===== config.mk =====
export PLATFORM = sky130hd
export DESIGN_NAME = bfmr_top
export DESIGN_NICKNAME = d
export VERILOG_FILES = /design/src/pkg/bfmr_pkg.sv /design/src/logic/bfmr_top.sv
export SDC_FILE = /design/constraint.sdc
export NUM_CORES = 1
export LEC_CHECK = 0
export ABC_AREA = 0
export BUFFER_PORTS_ARGS = -buffer_cell sky130_fd_sc_hd__buf_2
export CAP_MARGIN = 30
export CELL_PAD_IN_SITES_DETAIL_PLACEMENT = 1
export CELL_PAD_IN_SITES_GLOBAL_PLACEMENT = 2
export CORE_ASPECT_RATIO = 1.75
export CORE_UTILIZATION = 33
export CTS_CLUSTER_DIAMETER = 150
export DETAILED_ROUTE_END_ITERATION = 6
export GPL_TIMING_DRIVEN = 0
export PLACE_DENSITY = 0.84
export SETUP_SLACK_MARGIN = 0.05
export SLEW_MARGIN = 40
export SYNTH_ARGS = -nofsm -noshare
export SYNTH_HDL_FRONTEND = slang
export SYNTH_SLANG_ARGS = --single-unit

===== constraint.sdc =====
create_clock -name i_sys_clk -period 11.64 [get_ports i_sys_clk]
set_input_delay 2.91 -clock i_sys_clk [delete_from_list [all_inputs] [get_ports i_sys_clk]]
set_output_delay 2.91 -clock i_sys_clk [all_outputs]
set_load 0.1 [all_outputs]

===== src/pkg/bfmr_pkg.sv =====
package bfmr_pkg;
   // default widths and depth of the block
   localparam int BFMR_DATA_W = 36;
   localparam int BFMR_ADDR_W = 8;
   localparam int BFMR_OFFSET_W = 10;
   localparam int BFMR_ALMOST_OFS = 8;
   // edges of each port clock that a master reset must span
   localparam logic [2:0] BFMR_RESET_EDGES = 3'h4;
   localparam logic [2:0] BFMR_CNT_CLEAR = 3'h0;
   // write clock edges from release to input ready
   localparam logic [1:0] BFMR_READY_EDGES = 2'h2;
   localparam logic [1:0] BFMR_WAIT_CLEAR = 2'h0;
   // reset values
   localparam logic BFMR_ENDIAN_RESET = 1'b0;
   localparam logic BFMR_FSEL_RESET = 1'b0;
   localparam logic BFMR_SPM_N_RESET = 1'b1;
   localparam logic BFMR_FT_RESET = 1'b0;
   localparam logic BFMR_MBF_N_RESET = 1'b1;
   localparam logic [BFMR_OFFSET_W-1:0] BFMR_OFFSET_RESET = 10'h3ff;
   localparam logic [BFMR_OFFSET_W-1:0] BFMR_OFFSET_CLEAR = 10'h000;
   typedef enum logic [1:0] {ST_RUN, ST_RESET, ST_WAIT} bfmr_state_t;
endpackage


===== src/logic/bfmr_top.sv =====
`timescale 1ns/1ns
//Function
//RULE1: controller pulses both master resets after power-up
//RULE2: reset spans four edges of each clock
//RULE3: asynchronous reset inputs are synchronised first
//RULE4: reset returns both pointers to zero
//RULE5: reset drives full and empty flags low
//RULE6: reset drives almost-empty flag low
//RULE7: reset drives almost-full flag high
//RULE8: reset forces that mailbox flag high
//RULE9: input ready rises two write edges later
//RULE10: fifo1 release captures endian select
//RULE11: fifo1 release captures offset selects, program mode
//RULE12: fifo2 release clears fifo2 offset registers
//RULE13: joint release captures configuration for device
//RULE14: port edges set and clear mailbox flags
//RULE15: mailbox1 write shows on port B
//RULE16: mailbox2 write shows on port A
//RULE17: mailbox select switches outputs without edge
//RULE18: port A drives when select, direction low
//RULE19: port B drives when select low, direction high
//RULE20: captured endian high big, low little
//RULE21: next write edge samples timing, high standard
//RULE22: low sampled selects fall-through timing
//RULE23: reset edges counted per port domain
module bfmr_top import bfmr_pkg::*; #(
   parameter int DATA_W = BFMR_DATA_W,
   parameter int ADDR_W = BFMR_ADDR_W,
   parameter int ALMOST_OFS = BFMR_ALMOST_OFS
) (
   input wire logic i_sys_clk,
   input wire logic i_reset,
   input wire logic i_fifo1_master_reset_n,
   input wire logic i_fifo2_master_reset_n,
   input wire logic i_port_a_clock,
   input wire logic i_port_b_clock,
   input wire logic i_endian_timing_select_pin,
   input wire logic i_offset_select_0,
   input wire logic i_offset_select_1,
   input wire logic i_serial_program_mode_n,
   input wire logic i_port_a_chip_select_n,
   input wire logic i_port_a_direction,
   input wire logic i_port_a_enable,
   input wire logic i_port_a_mailbox_select,
   input wire logic [DATA_W-1:0] i_port_a_data,
   input wire logic i_port_b_chip_select_n,
   input wire logic i_port_b_direction,
   input wire logic i_port_b_enable,
   input wire logic i_port_b_mailbox_select,
   input wire logic [DATA_W-1:0] i_port_b_data,
   input wire logic [DATA_W-1:0] i_fifo1_read_data,
   input wire logic [DATA_W-1:0] i_fifo2_read_data,
   output logic [DATA_W-1:0] o_port_a_data,
   output logic o_port_a_data_oe_n,
   output logic [DATA_W-1:0] o_port_b_data,
   output logic o_port_b_data_oe_n,
   output logic o_port_a_full_or_in_ready,
   output logic o_port_b_full_or_in_ready,
   output logic o_port_a_empty_or_out_ready,
   output logic o_port_b_empty_or_out_ready,
   output logic o_port_a_almost_empty_n,
   output logic o_port_b_almost_empty_n,
   output logic o_port_a_almost_full_n,
   output logic o_port_b_almost_full_n,
   output logic o_mailbox1_flag_n,
   output logic o_mailbox2_flag_n,
   output logic o_endian_select,
   output logic o_offset_select_0,
   output logic o_offset_select_1,
   output logic o_serial_program_mode_n,
   output logic o_fifo1_fall_through_timing,
   output logic o_fifo2_fall_through_timing,
   output logic [BFMR_OFFSET_W-1:0] o_fifo2_almost_empty_offset,
   output logic [BFMR_OFFSET_W-1:0] o_fifo2_almost_full_offset,
   output logic [ADDR_W:0] o_fifo1_write_ptr,
   output logic [ADDR_W:0] o_fifo1_read_ptr,
   output logic [ADDR_W:0] o_fifo2_write_ptr,
   output logic [ADDR_W:0] o_fifo2_read_ptr
);
   localparam logic [ADDR_W:0] DEPTH_V = (ADDR_W+1)'(1) << ADDR_W;
   localparam logic [ADDR_W:0] OFS_V = (ADDR_W+1)'(ALMOST_OFS);

   function automatic logic [ADDR_W:0] fill(input logic [ADDR_W:0] wr, input logic [ADDR_W:0] rd);
      fill = wr - rd;
   endfunction

   // synchronisers and edge detection; index 0 is fifo1 (A to B), 1 is fifo2
   logic [1:0] rst_meta_reg, rst_sync_reg, rst_prev_reg;
   logic port_a_clock_prev_reg, port_b_clock_prev_reg;
   logic a_edge, b_edge;
   logic [1:0] rise, wedge, redge;

   always_ff @(posedge i_sys_clk or posedge i_reset) begin
      if (i_reset) begin
         // idle (released) level, so leaving i_reset shows no false release edge
         rst_meta_reg <= 2'h3;
         rst_sync_reg <= 2'h3;
         rst_prev_reg <= 2'h3;
         port_a_clock_prev_reg <= 1'b0;
         port_b_clock_prev_reg <= 1'b0;
      end else begin
         rst_meta_reg <= {i_fifo2_master_reset_n, i_fifo1_master_reset_n}; // see RULE3
         rst_sync_reg <= rst_meta_reg; // see RULE3
         rst_prev_reg <= rst_sync_reg;
         port_a_clock_prev_reg <= i_port_a_clock;
         port_b_clock_prev_reg <= i_port_b_clock;
      end
   end

   always_comb begin
      a_edge = i_port_a_clock & ~port_a_clock_prev_reg;
      b_edge = i_port_b_clock & ~port_b_clock_prev_reg;
      rise = rst_sync_reg & ~rst_prev_reg;
      wedge = {b_edge, a_edge};
      redge = {a_edge, b_edge};
   end

   // port strobes
   logic a_sel, b_sel;
   logic [1:0] wr_ok, rd_ok;
   logic mw1, mr1, mw2, mr2;
   always_comb begin
      a_sel = ~i_port_a_chip_select_n & i_port_a_enable;
      b_sel = ~i_port_b_chip_select_n & i_port_b_enable;
      mw1 = a_edge & a_sel & i_port_a_direction & i_port_a_mailbox_select;
      mr2 = a_edge & a_sel & ~i_port_a_direction & i_port_a_mailbox_select;
      mw2 = b_edge & b_sel & ~i_port_b_direction & i_port_b_mailbox_select;
      mr1 = b_edge & b_sel & i_port_b_direction & i_port_b_mailbox_select;
      wr_ok[0] = a_edge & a_sel & i_port_a_direction & ~i_port_a_mailbox_select;
      rd_ok[1] = a_edge & a_sel & ~i_port_a_direction & ~i_port_a_mailbox_select;
      wr_ok[1] = b_edge & b_sel & ~i_port_b_direction & ~i_port_b_mailbox_select;
      rd_ok[0] = b_edge & b_sel & i_port_b_direction & ~i_port_b_mailbox_select;
   end

   // reset sequencer and flags, one copy per fifo
   bfmr_state_t st_reg [2], st_next [2];
   logic [2:0] cnta_reg [2], cnta_next [2], cntb_reg [2], cntb_next [2];
   logic [1:0] wait_reg [2], wait_next [2];
   logic [1:0] tsel_reg, tsel_next, ft_reg, ft_next;
   logic [ADDR_W:0] wp_reg [2], wp_next [2], rp_reg [2], rp_next [2];
   logic [ADDR_W:0] fill_w [2];
   logic [1:0] full_reg, full_next, empty_reg, empty_next;
   logic [1:0] ae_n_reg, ae_n_next, af_n_reg, af_n_next;

   always_comb begin
      for (int f = 0; f < 2; f++) begin
         st_next[f] = st_reg[f];
         cnta_next[f] = cnta_reg[f];
         cntb_next[f] = cntb_reg[f];
         wait_next[f] = wait_reg[f];
         tsel_next[f] = tsel_reg[f];
         ft_next[f] = ft_reg[f];
         wp_next[f] = wp_reg[f];
         rp_next[f] = rp_reg[f];
         case (st_reg[f])
            ST_RUN: begin
               if (!rst_sync_reg[f]) begin
                  st_next[f] = ST_RESET;
                  cnta_next[f] = BFMR_CNT_CLEAR;
                  cntb_next[f] = BFMR_CNT_CLEAR;
               end else begin
                  if (wr_ok[f] && full_reg[f]) begin
                     wp_next[f] = wp_reg[f] + (ADDR_W+1)'(1);
                  end
                  if (rd_ok[f] && empty_reg[f]) begin
                     rp_next[f] = rp_reg[f] + (ADDR_W+1)'(1);
                  end
               end
            end
            ST_RESET: begin
               // edges are counted separately for each port clock
               if (!rst_sync_reg[f]) begin
                  if (a_edge && cnta_reg[f] != BFMR_RESET_EDGES) begin
                     cnta_next[f] = cnta_reg[f] + 3'h1; // see RULE2, RULE23
                  end
                  if (b_edge && cntb_reg[f] != BFMR_RESET_EDGES) begin
                     cntb_next[f] = cntb_reg[f] + 3'h1; // see RULE2, RULE23
                  end
               end else if (cnta_reg[f] == BFMR_RESET_EDGES
                            && cntb_reg[f] == BFMR_RESET_EDGES) begin
                  st_next[f] = ST_WAIT; // see RULE2
                  wait_next[f] = BFMR_WAIT_CLEAR;
                  tsel_next[f] = 1'b1;
               end else begin
                  // short pulse: the next pulse must count its own four edges
                  cnta_next[f] = BFMR_CNT_CLEAR; // see RULE2
                  cntb_next[f] = BFMR_CNT_CLEAR; // see RULE2
               end
            end
            ST_WAIT: begin
               if (!rst_sync_reg[f]) begin
                  st_next[f] = ST_RESET;
                  cnta_next[f] = BFMR_CNT_CLEAR;
                  cntb_next[f] = BFMR_CNT_CLEAR;
               end else if (wedge[f]) begin
                  if (tsel_reg[f]) begin
                     ft_next[f] = ~i_endian_timing_select_pin; // see RULE21, RULE22
                     tsel_next[f] = 1'b0;
                  end
                  wait_next[f] = wait_reg[f] + 2'h1;
                  if (wait_reg[f] == BFMR_READY_EDGES - 2'h1) begin
                     st_next[f] = ST_RUN; // see RULE9
                  end
               end
            end
            default: begin
               st_next[f] = ST_RESET;
            end
         endcase
         if (st_next[f] != ST_RUN) begin
            wp_next[f] = '0; // see RULE4
            rp_next[f] = '0; // see RULE4
         end
         fill_w[f] = fill(wp_next[f], rp_next[f]);
         if (st_next[f] != ST_RUN) begin
            full_next[f] = 1'b0; // see RULE5
            empty_next[f] = 1'b0; // see RULE5
            ae_n_next[f] = 1'b0; // see RULE6
            af_n_next[f] = 1'b1; // see RULE7
         end else begin
            full_next[f] = ~fill_w[f][ADDR_W]; // see RULE9
            empty_next[f] = fill_w[f] != '0;
            ae_n_next[f] = fill_w[f] > OFS_V;
            af_n_next[f] = (DEPTH_V - fill_w[f]) > OFS_V;
         end
      end
   end

   always_ff @(posedge i_sys_clk or posedge i_reset) begin
      if (i_reset) begin
         for (int f = 0; f < 2; f++) begin
            st_reg[f] <= ST_RESET;
            cnta_reg[f] <= BFMR_CNT_CLEAR;
            cntb_reg[f] <= BFMR_CNT_CLEAR;
            wait_reg[f] <= BFMR_WAIT_CLEAR;
            wp_reg[f] <= '0;
            rp_reg[f] <= '0;
         end
         tsel_reg <= 2'h0;
         ft_reg <= {2{BFMR_FT_RESET}};
         full_reg <= 2'h0;
         empty_reg <= 2'h0;
         ae_n_reg <= 2'h0;
         af_n_reg <= 2'h3;
      end else begin
         for (int f = 0; f < 2; f++) begin
            st_reg[f] <= st_next[f];
            cnta_reg[f] <= cnta_next[f];
            cntb_reg[f] <= cntb_next[f];
            wait_reg[f] <= wait_next[f];
            wp_reg[f] <= wp_next[f];
            rp_reg[f] <= rp_next[f];
         end
         tsel_reg <= tsel_next;
         ft_reg <= ft_next;
         full_reg <= full_next;
         empty_reg <= empty_next;
         ae_n_reg <= ae_n_next;
         af_n_reg <= af_n_next;
      end
   end

   // mailboxes, configuration latches and port outputs
   logic [DATA_W-1:0] mbox1_reg, mbox1_next, mbox2_reg, mbox2_next;
   logic mailbox1_flag_n_reg, mailbox1_flag_n_next, mailbox2_flag_n_reg, mailbox2_flag_n_next;
   logic endian_reg, endian_next, fs0_reg, fs0_next, fs1_reg, fs1_next, spm_reg, spm_next;
   logic [BFMR_OFFSET_W-1:0] xofs_reg, xofs_next, yofs_reg, yofs_next;
   logic [DATA_W-1:0] adata_reg, adata_next, bdata_reg, bdata_next;
   logic aoe_n_reg, aoe_n_next, boe_n_reg, boe_n_next;

   always_comb begin
      mbox1_next = mw1 ? i_port_a_data : mbox1_reg;
      mbox2_next = mw2 ? i_port_b_data : mbox2_reg;
      // a write beats a read landing in the same cycle, so no message is lost
      if (st_next[0] == ST_RESET) begin
         mailbox1_flag_n_next = 1'b1; // see RULE8
      end else begin
         mailbox1_flag_n_next = mw1 ? 1'b0 : (mr1 ? 1'b1 : mailbox1_flag_n_reg); // see RULE14
      end
      if (st_next[1] == ST_RESET) begin
         mailbox2_flag_n_next = 1'b1; // see RULE8
      end else begin
         mailbox2_flag_n_next = mw2 ? 1'b0 : (mr2 ? 1'b1 : mailbox2_flag_n_reg); // see RULE14
      end
      endian_next = rise[0] ? i_endian_timing_select_pin : endian_reg; // see RULE10, RULE13, RULE20
      fs0_next = rise[0] ? i_offset_select_0 : fs0_reg; // see RULE11, RULE13
      fs1_next = rise[0] ? i_offset_select_1 : fs1_reg; // see RULE11, RULE13
      spm_next = rise[0] ? i_serial_program_mode_n : spm_reg; // see RULE11, RULE13
      xofs_next = rise[1] ? BFMR_OFFSET_CLEAR : xofs_reg; // see RULE12
      yofs_next = rise[1] ? BFMR_OFFSET_CLEAR : yofs_reg; // see RULE12
      // select muxes the live mailbox value, no port clock edge involved
      adata_next = i_port_a_mailbox_select ? mbox2_next : i_fifo2_read_data; // see RULE16, RULE17
      bdata_next = i_port_b_mailbox_select ? mbox1_next : i_fifo1_read_data; // see RULE15, RULE17
      aoe_n_next = i_port_a_chip_select_n | i_port_a_direction; // see RULE18
      boe_n_next = i_port_b_chip_select_n | ~i_port_b_direction; // see RULE19
   end

   always_ff @(posedge i_sys_clk or posedge i_reset) begin
      if (i_reset) begin
         mbox1_reg <= '0;
         mbox2_reg <= '0;
         mailbox1_flag_n_reg <= BFMR_MBF_N_RESET;
         mailbox2_flag_n_reg <= BFMR_MBF_N_RESET;
         endian_reg <= BFMR_ENDIAN_RESET;
         fs0_reg <= BFMR_FSEL_RESET;
         fs1_reg <= BFMR_FSEL_RESET;
         spm_reg <= BFMR_SPM_N_RESET;
         xofs_reg <= BFMR_OFFSET_RESET;
         yofs_reg <= BFMR_OFFSET_RESET;
         adata_reg <= '0;
         bdata_reg <= '0;
         aoe_n_reg <= 1'b1;
         boe_n_reg <= 1'b1;
      end else begin
         mbox1_reg <= mbox1_next;
         mbox2_reg <= mbox2_next;
         mailbox1_flag_n_reg <= mailbox1_flag_n_next;
         mailbox2_flag_n_reg <= mailbox2_flag_n_next;
         endian_reg <= endian_next;
         fs0_reg <= fs0_next;
         fs1_reg <= fs1_next;
         spm_reg <= spm_next;
         xofs_reg <= xofs_next;
         yofs_reg <= yofs_next;
         adata_reg <= adata_next;
         bdata_reg <= bdata_next;
         aoe_n_reg <= aoe_n_next;
         boe_n_reg <= boe_n_next;
      end
   end

   assign o_port_a_data = adata_reg;
   assign o_port_b_data = bdata_reg;
   assign o_port_a_data_oe_n = aoe_n_reg;
   assign o_port_b_data_oe_n = boe_n_reg;
   assign o_port_a_full_or_in_ready = full_reg[0];
   assign o_port_b_full_or_in_ready = full_reg[1];
   assign o_port_b_empty_or_out_ready = empty_reg[0];
   assign o_port_a_empty_or_out_ready = empty_reg[1];
   assign o_port_b_almost_empty_n = ae_n_reg[0];
   assign o_port_a_almost_empty_n = ae_n_reg[1];
   assign o_port_a_almost_full_n = af_n_reg[0];
   assign o_port_b_almost_full_n = af_n_reg[1];
   assign o_mailbox1_flag_n = mailbox1_flag_n_reg;
   assign o_mailbox2_flag_n = mailbox2_flag_n_reg;
   assign o_endian_select = endian_reg;
   assign o_offset_select_0 = fs0_reg;
   assign o_offset_select_1 = fs1_reg;
   assign o_serial_program_mode_n = spm_reg;
   assign o_fifo1_fall_through_timing = ft_reg[0];
   assign o_fifo2_fall_through_timing = ft_reg[1];
   assign o_fifo2_almost_empty_offset = xofs_reg;
   assign o_fifo2_almost_full_offset = yofs_reg;
   assign o_fifo1_write_ptr = wp_reg[0];
   assign o_fifo1_read_ptr = rp_reg[0];
   assign o_fifo2_write_ptr = wp_reg[1];
   assign o_fifo2_read_ptr = rp_reg[1];
endmodule


## Word level (Yosys, flattened, before mapping)

Index checks and enable logic that the tools add are counted.

| cells by class | value |
|---|---|
| order comparisons | 4 |
| mux-type cells | 84 |
| reduce and logical (&&, ||, !) cells | 32 |
| equality and inequality tests | 32 |
| add/subtract/negate cells | 14 |
| bitwise logic cells | 33 |

Operators by type and width:

| kind | count |
|---|---|
| $mux W36 | 4 |
| $mux W9 | 16 |
| $mux W2 | 20 |
| $add A9 B1 Y9 const B | 4 |
| $gt A9 B4 Y1 const B | 4 |
| $mux W3 | 12 |
| $ne A3 B3 Y1 const B | 10 |
| $pmux W3 S2 | 4 |
| $reduce_and A4 Y1 | 6 |
| $mux W1 | 22 |
| $ne A2 B2 Y1 const B | 10 |
| $and A1 B1 Y1 | 18 |
| $reduce_bool A9 Y1 | 2 |
| $sub A9 B9 Y9 | 2 |
| $sub A9 B9 Y9 const A | 2 |
| $add A3 B1 Y3 const B | 4 |
| $eq A2 B1 Y1 const B | 6 |
| $eq A3 B3 Y1 const B | 4 |
| $pmux W2 S3 | 2 |
| $reduce_bool A2 Y1 | 6 |
| $not A1 Y1 | 11 |
| $logic_and A1 B1 Y1 | 10 |
| $reduce_and A5 Y1 | 2 |
| $pmux W2 S2 | 2 |
| 9 further kinds | 16 |

| storage, ports and cells | value |
|---|---|
| register bits after elaboration | 238 |

## Longest topological paths before layout

Gate-level depths: netlist of the first run.

| depth | value |
|---|---|
| word-level depth | 14 |
| depth in mapped cells | 23 |

## Worst setup path before layout of the first run

OpenSTA, ideal clock, no wires.

| timing path | value |
|---|---|
| kind | input to register |
| start | in i_port_b_chip_select_n |
| end | reg af_n_reg[1] |
| stages | 21 |
| setup time | 0.097 ns |
| data required time | 11.543 ns |
| buffers on the path | 0 |
| path slack | 4.462 ns |
| data arrival time | 7.081 ns |
| cell sequence | or4bb_1 > nor4_1 > xnor2_1 > nand2b_1 > ha_1 > inv_1 > fa_1 > a21o_1 > a21oi_1 > nor2b_1 > a311oi_1 > o22ai_1 > a21o_1 > a21oi_2 > xnor2_1 > ha_1 > nand2_1 > a21oi_1 > nand3_1 > nor4_1 > a32oi_1 |

| between the ends | value |
|---|---|
| cells in the longest elaborated chain, start to end | 14 |

RTL lines:

| element | line | text |
|---|---|---|
| start, declared | bfmr_top.sv:46 | `input wire logic i_port_b_chip_select_n,` |
| $not A1 Y1 | bfmr_top.sv:124 | `b_sel = ~i_port_b_chip_select_n & i_port_b_enable;` |
| $and A1 B1 Y1 | bfmr_top.sv:124 |  |
| $and A1 B1 Y1 (3 in a row) | bfmr_top.sv:131 | `wr_ok[1] = b_edge & b_sel & ~i_port_b_direction & ~i_port_b_mailbox_select;` |
| $logic_and A1 B1 Y1 | bfmr_top.sv:162 | `if (wr_ok[f] && full_reg[f]) begin` |
| $mux W9 | bfmr_top.sv:162 |  |
| $mux W9 | bfmr_top.sv:157 | `if (!rst_sync_reg[f]) begin` |
| $mux W9 | bfmr_top.sv:155 | `case (st_reg[f])` |
| $mux W9 | bfmr_top.sv:210 | `if (st_next[f] != ST_RUN) begin` |
| $sub A9 B9 Y9 | bfmr_top.sv:84 | `fill = wr - rd;` |
| $sub A9 B9 Y9 | bfmr_top.sv:224 | `af_n_next[f] = (DEPTH_V - fill_w[f]) > OFS_V;` |
| $gt A9 B4 Y1 | bfmr_top.sv:224 |  |
| $mux W1 | bfmr_top.sv:215 | `if (st_next[f] != ST_RUN) begin` |
| net af_n_next[1] | bfmr_top.sv:143 | `logic [1:0] ae_n_reg, ae_n_next, af_n_reg, af_n_next;` |
| end signal, assigned | bfmr_top.sv:259 | `af_n_reg <= af_n_next;` |
| end, declared | bfmr_top.sv:143 |  |

The timed path passes the listed nets, and every way through them passes these cells.
A chain may end at the register's enable or synchronous reset.

## Worst setup path after layout of the first run

| timing path | value |
|---|---|
| start | in i_port_b_chip_select_n |
| end | reg af_n_reg[0] |

| between the ends | value |
|---|---|
| cells in the longest elaborated chain, start to end | 14 |

RTL lines:

| element | line | text |
|---|---|---|
| $not A1 Y1 | bfmr_top.sv:124 |  |
| $and A1 B1 Y1 | bfmr_top.sv:124 |  |
| $and A1 B1 Y1 (3 in a row) | bfmr_top.sv:132 | `rd_ok[0] = b_edge & b_sel & i_port_b_direction & ~i_port_b_mailbox_select;` |
| $logic_and A1 B1 Y1 | bfmr_top.sv:165 | `if (rd_ok[f] && empty_reg[f]) begin` |
| $mux W9 | bfmr_top.sv:165 |  |
| $mux W9 | bfmr_top.sv:157 |  |
| $mux W9 | bfmr_top.sv:155 |  |
| $mux W9 | bfmr_top.sv:210 |  |
| $sub A9 B9 Y9 | bfmr_top.sv:84 |  |
| $sub A9 B9 Y9 | bfmr_top.sv:224 |  |
| $gt A9 B4 Y1 | bfmr_top.sv:224 |  |
| $mux W1 | bfmr_top.sv:215 |  |
| net af_n_next[0] | bfmr_top.sv:143 |  |

The timed path passes the listed nets, and every way through them passes these cells.

==> key figures, run 1 <==
Worst setup path
  • Reg2reg setup slack: 6.19 ns
  • Reg-to-Reg Start: rst_sync_reg[0]$_DFF_PP1_
  • Setup crit start kind: primary input
  • Most used cell, CP: nor2_1
  • Worst EP required: 12.08 ns
  • Crit path cell chain: buf_2 > or4bb_1 > or4_1 > clkbuf_1 > or2_2 > xor2_1 > nand2b_1 > ha_1 > a21oi_1 > nor2b_1 > nor2_1 > a211o_1 > nand2_1 > a2111oi_0 > nor2_1 > nor2_1 > ha_1 > nand3_1 > nor4_1 > mux2i_1
  • Reg2reg end: af_n_reg[0]$_DFF_PP1_
  • Worst setup EP type: flip-flop
  • CP arrival: 7.76 ns
  • CP max FO: 6
  • Critical path type: in2reg
  • Reg2Reg Depth: 21
  • Crit-path slowest cell: a2111oi_0
  • Crit-path max cell delay: 0.79 ns

Synthesis
  • Xor/xnor share of the synthesized area: 3.92%
  • Syn_area_per_cell: 12.1 sq um
  • Synthesized Nets: 1059
  • Post-synth ARST share: 100%
  • Total number of yosys warnings: 0
  • Post-synthesis mux area share: 16.4%
  • Post-Syn Area: 10500 sq um
  • Flops & latches, synth: 229
  • Cells after Synth: 865
  • Synth Area in Simple Gates: 11.1%
  • EDFF count, synth: 0
  • Compound-cell area share of the yosys netlist: 6.14%
  • Top_reg_cell synth: dfrtp_1
  • Post-Synth Adder-Cell Area: 3.96%
  • Post-synthesis sequential area ratio: 54.8%
  • Post-synthesis cell type count: 58
  • Largest family of logic cells by synthesized area: multiplexers

Route
  • DR iter-0 viols: 135
  • Wire length per cell: 18.9 microns
  • Antenna Nets Post-Route: 0
  • WL final: 30700 microns
  • Total number of vias: 7901
  • Pre-antenna DRT Iters: 5
  • Vias per cell: 4.88
  • DRC: 0

Pwr
  • Comb power frac: 22.9%
  • Max rail drop VDD: 0.120 mV
  • P_leak: 6.68 nW
  • Sw Pwr: 0.746 mW
  • Seq pwr share: 40.7%
  • Switching part of the total: 33.1%
  • Int Pwr: 1.51 mW
  • Clock power frac: 36.4%
  • Pwr/cell area: 167 nW/um^2

Placed design
  • Final GP Congestion: 0.825
  • Inst Count DP: 1573
  • Cell Area, Placed: 12600 sq um
  • Hpwl dp: 23800 microns
  • Dpl ws: 3.81 ns
  • Port bufs: 307

Floorplan
  • Die Ht: 238 microns
  • Initial Util: 33.4%
  • Die width: 137 microns
  • Die area: 32600 sq um
  • I/O Pins: 308
  • # rows: 86
  • Core Box Area: 31400 sq um

Run
  • Maxcap violations: 0

STA
  • Slew of the pin with the lowest slew margin: 0.891 ns
  • Minimum clock period: 7.33 ns
  • Setup tns final: 0 ns
  • Skew final: 0.0182 ns
  • Final setup margin: 4.31 ns
  • RSZ-0062 raised after global routing: false
  • Final setup violation count: 0
  • Slew Limit Headroom: 39.1%
  • Hold WS: 0.358 ns
  • Slew Limit Fails: 0
  • Max Clk Rate: 136 MHz
  • Tcrit/Tclk final: 63.0%
  • Final Hold Viols: 0

Cells and area
  • Cell area after layout: 13500 sq um
  • Multi-input logic area: 4370 sq um
  • Fraction of layout cells with a size suffix above 1: 45.2%
  • Non-filler cells, final: 1620
  • Reg area: 5750 sq um
  • # fillers: 3534
  • NumNets Final: 1398
  • Area Overhead vs Synth: 28.4%

Clocking
  • Post-CTS Repair Setup Buffers: 0
  • Clock buffer depth: 3
  • Worst-path clk slew: 0.06 ns
  • # H-tree levels: 1
  • Cts hold-fix bufs: 0
  • Clock Latency Late Sink: 0.53 ns
  • Clk sinks: 229
  • CTS-repair resized insts: 0
  • TritonCTS clock tree: yes
  • Clk root buf: clkbuf_16
  • Num CTS Buffers: 25

Min path
  • Hold depth: 0
  • Hold path start: rst_meta_reg[1]$_DFF_PP1_
  • Hold Path End: rst_sync_reg[1]$_DFF_PP1_
  • Worst Hold Class: reg2reg

GRT
  • Antenna violations before repair: 6
  • GRT overflow: 0
  • Wire length of the first global-routing pass: 47300 microns
  • Gr usage total: 19.1%
  • Vias in the first global route: 8829
  • Largest net degree at the start of global routing: 67

Outcome
  • Status: completed
-- critical path: cells and delay by family --
family	cells	cell delay, ns
adder cells (fa/ha/maj)	2	0.61
multiplexers	1	0.18
AO/OA/AOI/OAI	3	1.16
XOR/XNOR	1	0.15
buffers and inverters	2	0.33
AND/OR/NAND/NOR	11	2.40
-- cells in the final DEF (no fill, tap or decap), drive strengths merged, types with 4 or more instances in the layout --
cell / n
and3: 11
nand2b: 24
or3: 4
nor2b: 5
buf: 333
or2: 6
dfrtp: 213
a211oi: 8
bufinv: 4
ha: 30
nor3b: 5
dfstp: 16
nand2: 40
nand4b: 4
diode: 4
o22ai: 8
nor3: 5
xor2: 27
nand3: 31
xnor2: 20
clkinvlp: 4
a31oi: 7
nor4: 5
mux2i: 6
nor2: 53
and2: 9
inv: 36
a21o: 9
mux2: 148
o21ai: 31
or4: 4
nand3b: 5
clkbuf: 61
a21oi: 15
-- worst max path at each step --
stage                                   to  cells after the start  slack (ns)              startpoint
2_1_floorplan        ae_n_reg[0]$_DFF_PP0_                      1        2.48                 i_reset
3_3_place_gp   o_port_b_data[24]$_DFF_PP0_                      2       -0.33                 i_reset
3_5_place_dp         af_n_reg[0]$_DFF_PP1_                     20        3.81  i_port_b_chip_select_n
4_1_cts              af_n_reg[0]$_DFF_PP1_                     20        4.34  i_port_b_chip_select_n
5_1_grt              af_n_reg[0]$_DFF_PP1_                     20        3.98  i_port_b_chip_select_n
6_report             af_n_reg[0]$_DFF_PP1_                     20        4.31  i_port_b_chip_select_n
-- layout make-up --
cell class,count,share of cell area [%]
flip-flops and latches,229,42.6
diodes,4,0.0742
multi-input cells,551,32.4
plain buffers,50,1.94
clock inverters,11,1.25
repair buffers,312,12.1
inverters,35,1.03
well taps,396,3.67
clock buffers,32,4.91
-- power groups by stage --
stage | logic [mW] | clock network, mW | registers, mW
after floorplan | 0.123 | 0 | 1.21
after global placement | 0.503 | 0 | 0.927
after detailed placement | 0.519 | 0 | 0.930
after CTS | 0.520 | 0.853 | 0.917
after global routing | 0.540 | 0.870 | 0.925
final | 0.515 | 0.821 | 0.916
-- stage by stage --
step | power [mW] | utilization [%]
final | 2.25 | 42.9
after global routing | 2.34 | 42.9
after CTS | 2.29 | 42.9
after detailed placement | 1.45 | 40.2
after global placement | 1.43 | 39.9
after floorplan | 1.33 | -
-- routing by layer --
layer | track usage, % | vias to the layer above | routed length (microns)
met5 | 0 | - | 16
met4 | 8.79 | 4 | 1330
met3 | 2.61 | 67 | 1080
met2 | 37.8 | 171 | 17700
met1 | 18.9 | 3993 | 10600
li1 | - | 3666 | -
-- cells by family after synthesis --
group / Yosys count
flops: 229
simple gates: 220
mux: 154
compound gates: 98
buf+inv: 85
xor+xnor: 47
fa+ha+maj: 32
-- Yosys cell counts, types with 7 or more instances --
cell | n | area [sq um]
xnor2_1 | 20 | 175
o22ai_1 | 8 | 50.1
nand2_1 | 39 | 146
dfrtp_1 | 213 | 5330
xor2_1 | 27 | 236
inv_1 | 35 | 131
buf_4 | 19 | 143
a31oi_1 | 7 | 43.8
and2_1 | 9 | 56.3
and3_1 | 11 | 68.8
nor2_1 | 53 | 199
a21oi_1 | 12 | 60.1
mux2_2 | 148 | 1670
a21o_1 | 9 | 67.6
a211oi_1 | 8 | 60.1
o21ai_0 | 29 | 145
nand3_1 | 31 | 155
dfstp_2 | 16 | 420
nand2b_1 | 24 | 150
clkbuf_1 | 29 | 109
ha_1 | 30 | 375
Power figures use the tool's default switching activity.
==> run 2, diff against run 1 <==
--- a/config.mk
+++ b/config.mk
@@ -5,17 +5,17 @@
 export SDC_FILE = /design/constraint.sdc
 export NUM_CORES = 1
 export LEC_CHECK = 0
-export ABC_AREA = 0
+export ABC_AREA = 1
 export BUFFER_PORTS_ARGS = -buffer_cell sky130_fd_sc_hd__buf_2
 export CAP_MARGIN = 30
 export CELL_PAD_IN_SITES_DETAIL_PLACEMENT = 1
 export CELL_PAD_IN_SITES_GLOBAL_PLACEMENT = 2
 export CORE_ASPECT_RATIO = 1.75
-export CORE_UTILIZATION = 33
+export CORE_UTILIZATION = 28
 export CTS_CLUSTER_DIAMETER = 150
 export DETAILED_ROUTE_END_ITERATION = 6
 export GPL_TIMING_DRIVEN = 0
-export PLACE_DENSITY = 0.84
+export PLACE_DENSITY = 0.81
 export SETUP_SLACK_MARGIN = 0.05
 export SLEW_MARGIN = 40
 export SYNTH_ARGS = -nofsm -noshare
==> constraint.sdc (replaced) <==
create_clock -name i_sys_clk -period 6.5 [get_ports i_sys_clk]
set_input_delay 1.625 -clock i_sys_clk [delete_from_list [all_inputs] [get_ports i_sys_clk]]
set_output_delay 1.625 -clock i_sys_clk [all_outputs]
set_load 0.1 [all_outputs]
==> key figures, run 2 <==
Cells and area
  • Leading cell type in the layout, fill and taps excluded: nand2_1
  • NumNets Final: 1677
  • Cell area after layout: 13900 sq um
  • Area Overhead vs Synth: 30.8%
  • # fillers: 4493
  • Most frequent cells in the layout: nand2_1 (335), buf_2 (310), dfrtp_1 (213), inv_1 (123), mux2_2 (76)
  • Fraction of layout cells with a size suffix above 1: 35.1%

Worst setup path
  • Critical path type: in2reg
  • Most used cell, CP: nand2_1
  • CP max FO: 10
  • Worst EP required: 6.95 ns
  • Crit-path slowest cell: clkbuf_1
  • CP arrival: 5.49 ns
  • Setup crit start kind: primary input
  • Crit-path max cell delay: 0.48 ns
  • Worst setup EP type: flip-flop

GRT
  • Antenna violations before repair: 2
  • GRT overflow: 0
  • Gr usage total: 17.1%
  • Wire length of the first global-routing pass: 52000 microns
  • Vias in the first global route: 9856
  • Largest net degree at the start of global routing: 25

Pwr
  • P_leak: 7.42 nW
  • Power, Total: 4.00 mW
  • Pwr/cell area: 287 nW/um^2
  • Max rail drop VDD: 0.129 mV

Clocking
  • CTS-repair resized insts: 0
  • Worst-path clk slew: 0.06 ns
  • Clock buffer depth: 3
  • Num CTS Buffers: 25
  • Post-CTS Repair Setup Buffers: 0
  • Clock Latency Late Sink: 0.53 ns
  • Clk sinks: 229
  • TritonCTS clock tree: yes
  • # H-tree levels: 1
  • Cts hold-fix bufs: 0
  • Clk root buf: clkbuf_16

Min path
  • Worst Hold Class: reg2reg

STA
  • Minimum clock period: 5.05 ns
  • Tcrit/Tclk final: 77.6%
  • Max Clk Rate: 198 MHz
  • Slew Limit Fails: 0
  • Slew Limit Headroom: 50.5%
  • Final Hold Viols: 0
  • Setup tns final: 0 ns
  • Final setup violation count: 0
  • Slew of the pin with the lowest slew margin: 0.743 ns
  • RSZ-0062 raised after global routing: false
  • Skew final: 0.00878 ns

Synthesis
  • Xor/xnor share of the synthesized area: 1.15%
  • Post-Synth Adder-Cell Area: 3.90%
  • Synthesized Nets: 1332
  • Compound-cell area share of the yosys netlist: 3.68%
  • EDFF count, synth: 0
  • Top post-synthesis cells by count: nand2_1 (335), dfrtp_1 (213), inv_1 (124)
  • Count leader, synth: nand2_1
  • Top_reg_cell synth: dfrtp_1
  • Post-synthesis cell type count: 42
  • Post-Syn Area: 10700 sq um
  • Post-synth ARST share: 100%
  • Syn_area_per_cell: 9.36 sq um
  • Post-synthesis mux area share: 8.03%
  • Post-synthesis sequential area ratio: 54.0%
  • Cells after Synth: 1138
  • Top cell type's share of synthesized area: 50.0%
  • Total number of yosys warnings: 0
  • Flops & latches, synth: 229
  • Synth area leader: dfrtp_1
  • Largest family of logic cells by synthesized area: simple AND/OR/NAND/NOR gates
  • Top area cells in the synthesized netlist: dfrtp_1 (50%), nand2_1 (12%), mux2_2 (8.0%), inv_1 (4.4%), dfstp_2 (3.9%)
  • Synth Area in Simple Gates: 22.2%

Floorplan
  • Die area: 38900 sq um
  • Die Ht: 260 microns
  • I/O Pins: 308
  • Die width: 149 microns
  • Initial Util: 28.4%
  • # rows: 94
  • Core Box Area: 37500 sq um

Placed design
  • Port bufs: 307
  • Cell Area, Placed: 13100 sq um
  • Final GP Congestion: 0.772
  • Hpwl dp: 25900 microns

Route
  • Antenna Nets Post-Route: 0
  • Total number of vias: 8918
  • Wire length per cell: 16.6 microns
  • Vias per cell: 4.50
  • Pre-antenna DRT Iters: 4
  • WL final: 32900 microns
  • DR iter-0 viols: 195
  • DRC: 0

Run
  • Maxcap violations: 0

Outcome
  • Status: completed
==> run 2: changes by cell type in the layout (fill, tap and decap cells not counted), sizes merged, moves of 18 or more <==
cell / delta
xnor2: -18
nand3: +28
mux2: -72
nor2: +31
nand2b: -24
nor3: +18
nand2: +311
inv: +93
==> run 2: metrics by stage <==
step / worst slack, ns / utilization [%] / cells / hold WS (ns)
after floorplan: 1.89 / - / 1138 / 0.345
after global placement: 0.256 / 34.1 / 1925 / 0.348
after detailed placement: 0.841 / 34.8 / 1936 / 0.349
after CTS: 1.37 / 37.1 / 1980 / 0.358
after global routing: 0.988 / 37.2 / 1982 / 0.363
final: 1.45 / 37.2 / 1982 / 0.356
==> run 2: per-layer routing <==
layer  track usage, %  wire (microns)  vias up
li1                 -               -     4270
met1             18.2           12000     4400
met2             34.1           18700      197
met3             1.53            1190       51
met4             5.75             986        0
met5                0               0        -
==> run 2: final cells by class <==
type | count | area, sq um | share of cell area (%)
Buffer | 46 | 263 | 1.89
Clock inverter | 13 | 185 | 1.33
Timing Repair Buffer | 318 | 1810 | 13.0
Clock buffer | 31 | 678 | 4.87
Sequential cell | 229 | 5750 | 41.3
Inverter | 132 | 499 | 3.58
Multi-Input combinational cell | 731 | 4150 | 29.8
Tap cell | 480 | 601 | 4.31
Antenna cell | 2 | 5.00 | 0.0359
==> run 2: path summary, 6_finish.rpt <==
kind / startpoint / cells past startpoint / endpoint / slack, ns
setup / recovery: i_port_b_clock / 27 / af_n_reg[1]$_DFF_PP1_ / 1.45
hold / removal: rst_meta_reg[1]$_DFF_PP1_ / 0 / rst_sync_reg[1]$_DFF_PP1_ / 0.36
setup reg to reg: cnta_reg[3]$_DFFE_PP0P_ / 29 / af_n_reg[0]$_DFF_PP1_ / 2.18
hold reg to reg: rst_meta_reg[1]$_DFF_PP1_ / 0 / rst_sync_reg[1]$_DFF_PP1_ / 0.36
max in group asynchronous: i_reset / 8 / o_port_b_data[28]$_DFF_PP0_ / 4.12
min in group asynchronous: i_reset / 2 / o_port_a_data[10]$_DFF_PP0_ / 1.03
==> run 2: cells by family (layout without fill, tap and decap cells) <==
group | count (synthesis) | after routing
flops | 229 | 229
buf+inv | 178 | 540
simple gates | 537 | 537
mux | 76 | 76
fa+ha+maj | 32 | 32
xor+xnor | 14 | 14
other cells | 0 | 2
compound gates | 72 | 72
==> run 2: power breakdown <==
part           switching, mW  internal (mW)  total, mW
registers             0.0464           1.59       1.63
clock network          0.614          0.901       1.52
logic                  0.648          0.202      0.850
==> run 2: worst max-delay path, delay by kind of cell <==
| family | cells | cell delay, ns |
|---|---|---|
| AO/OA/AOI/OAI | 5 | 0.91 |
| AND/OR/NAND/NOR | 15 | 1.50 |
| buffers and inverters | 5 | 0.88 |
| adder cells (fa/ha/maj) | 2 | 0.56 |
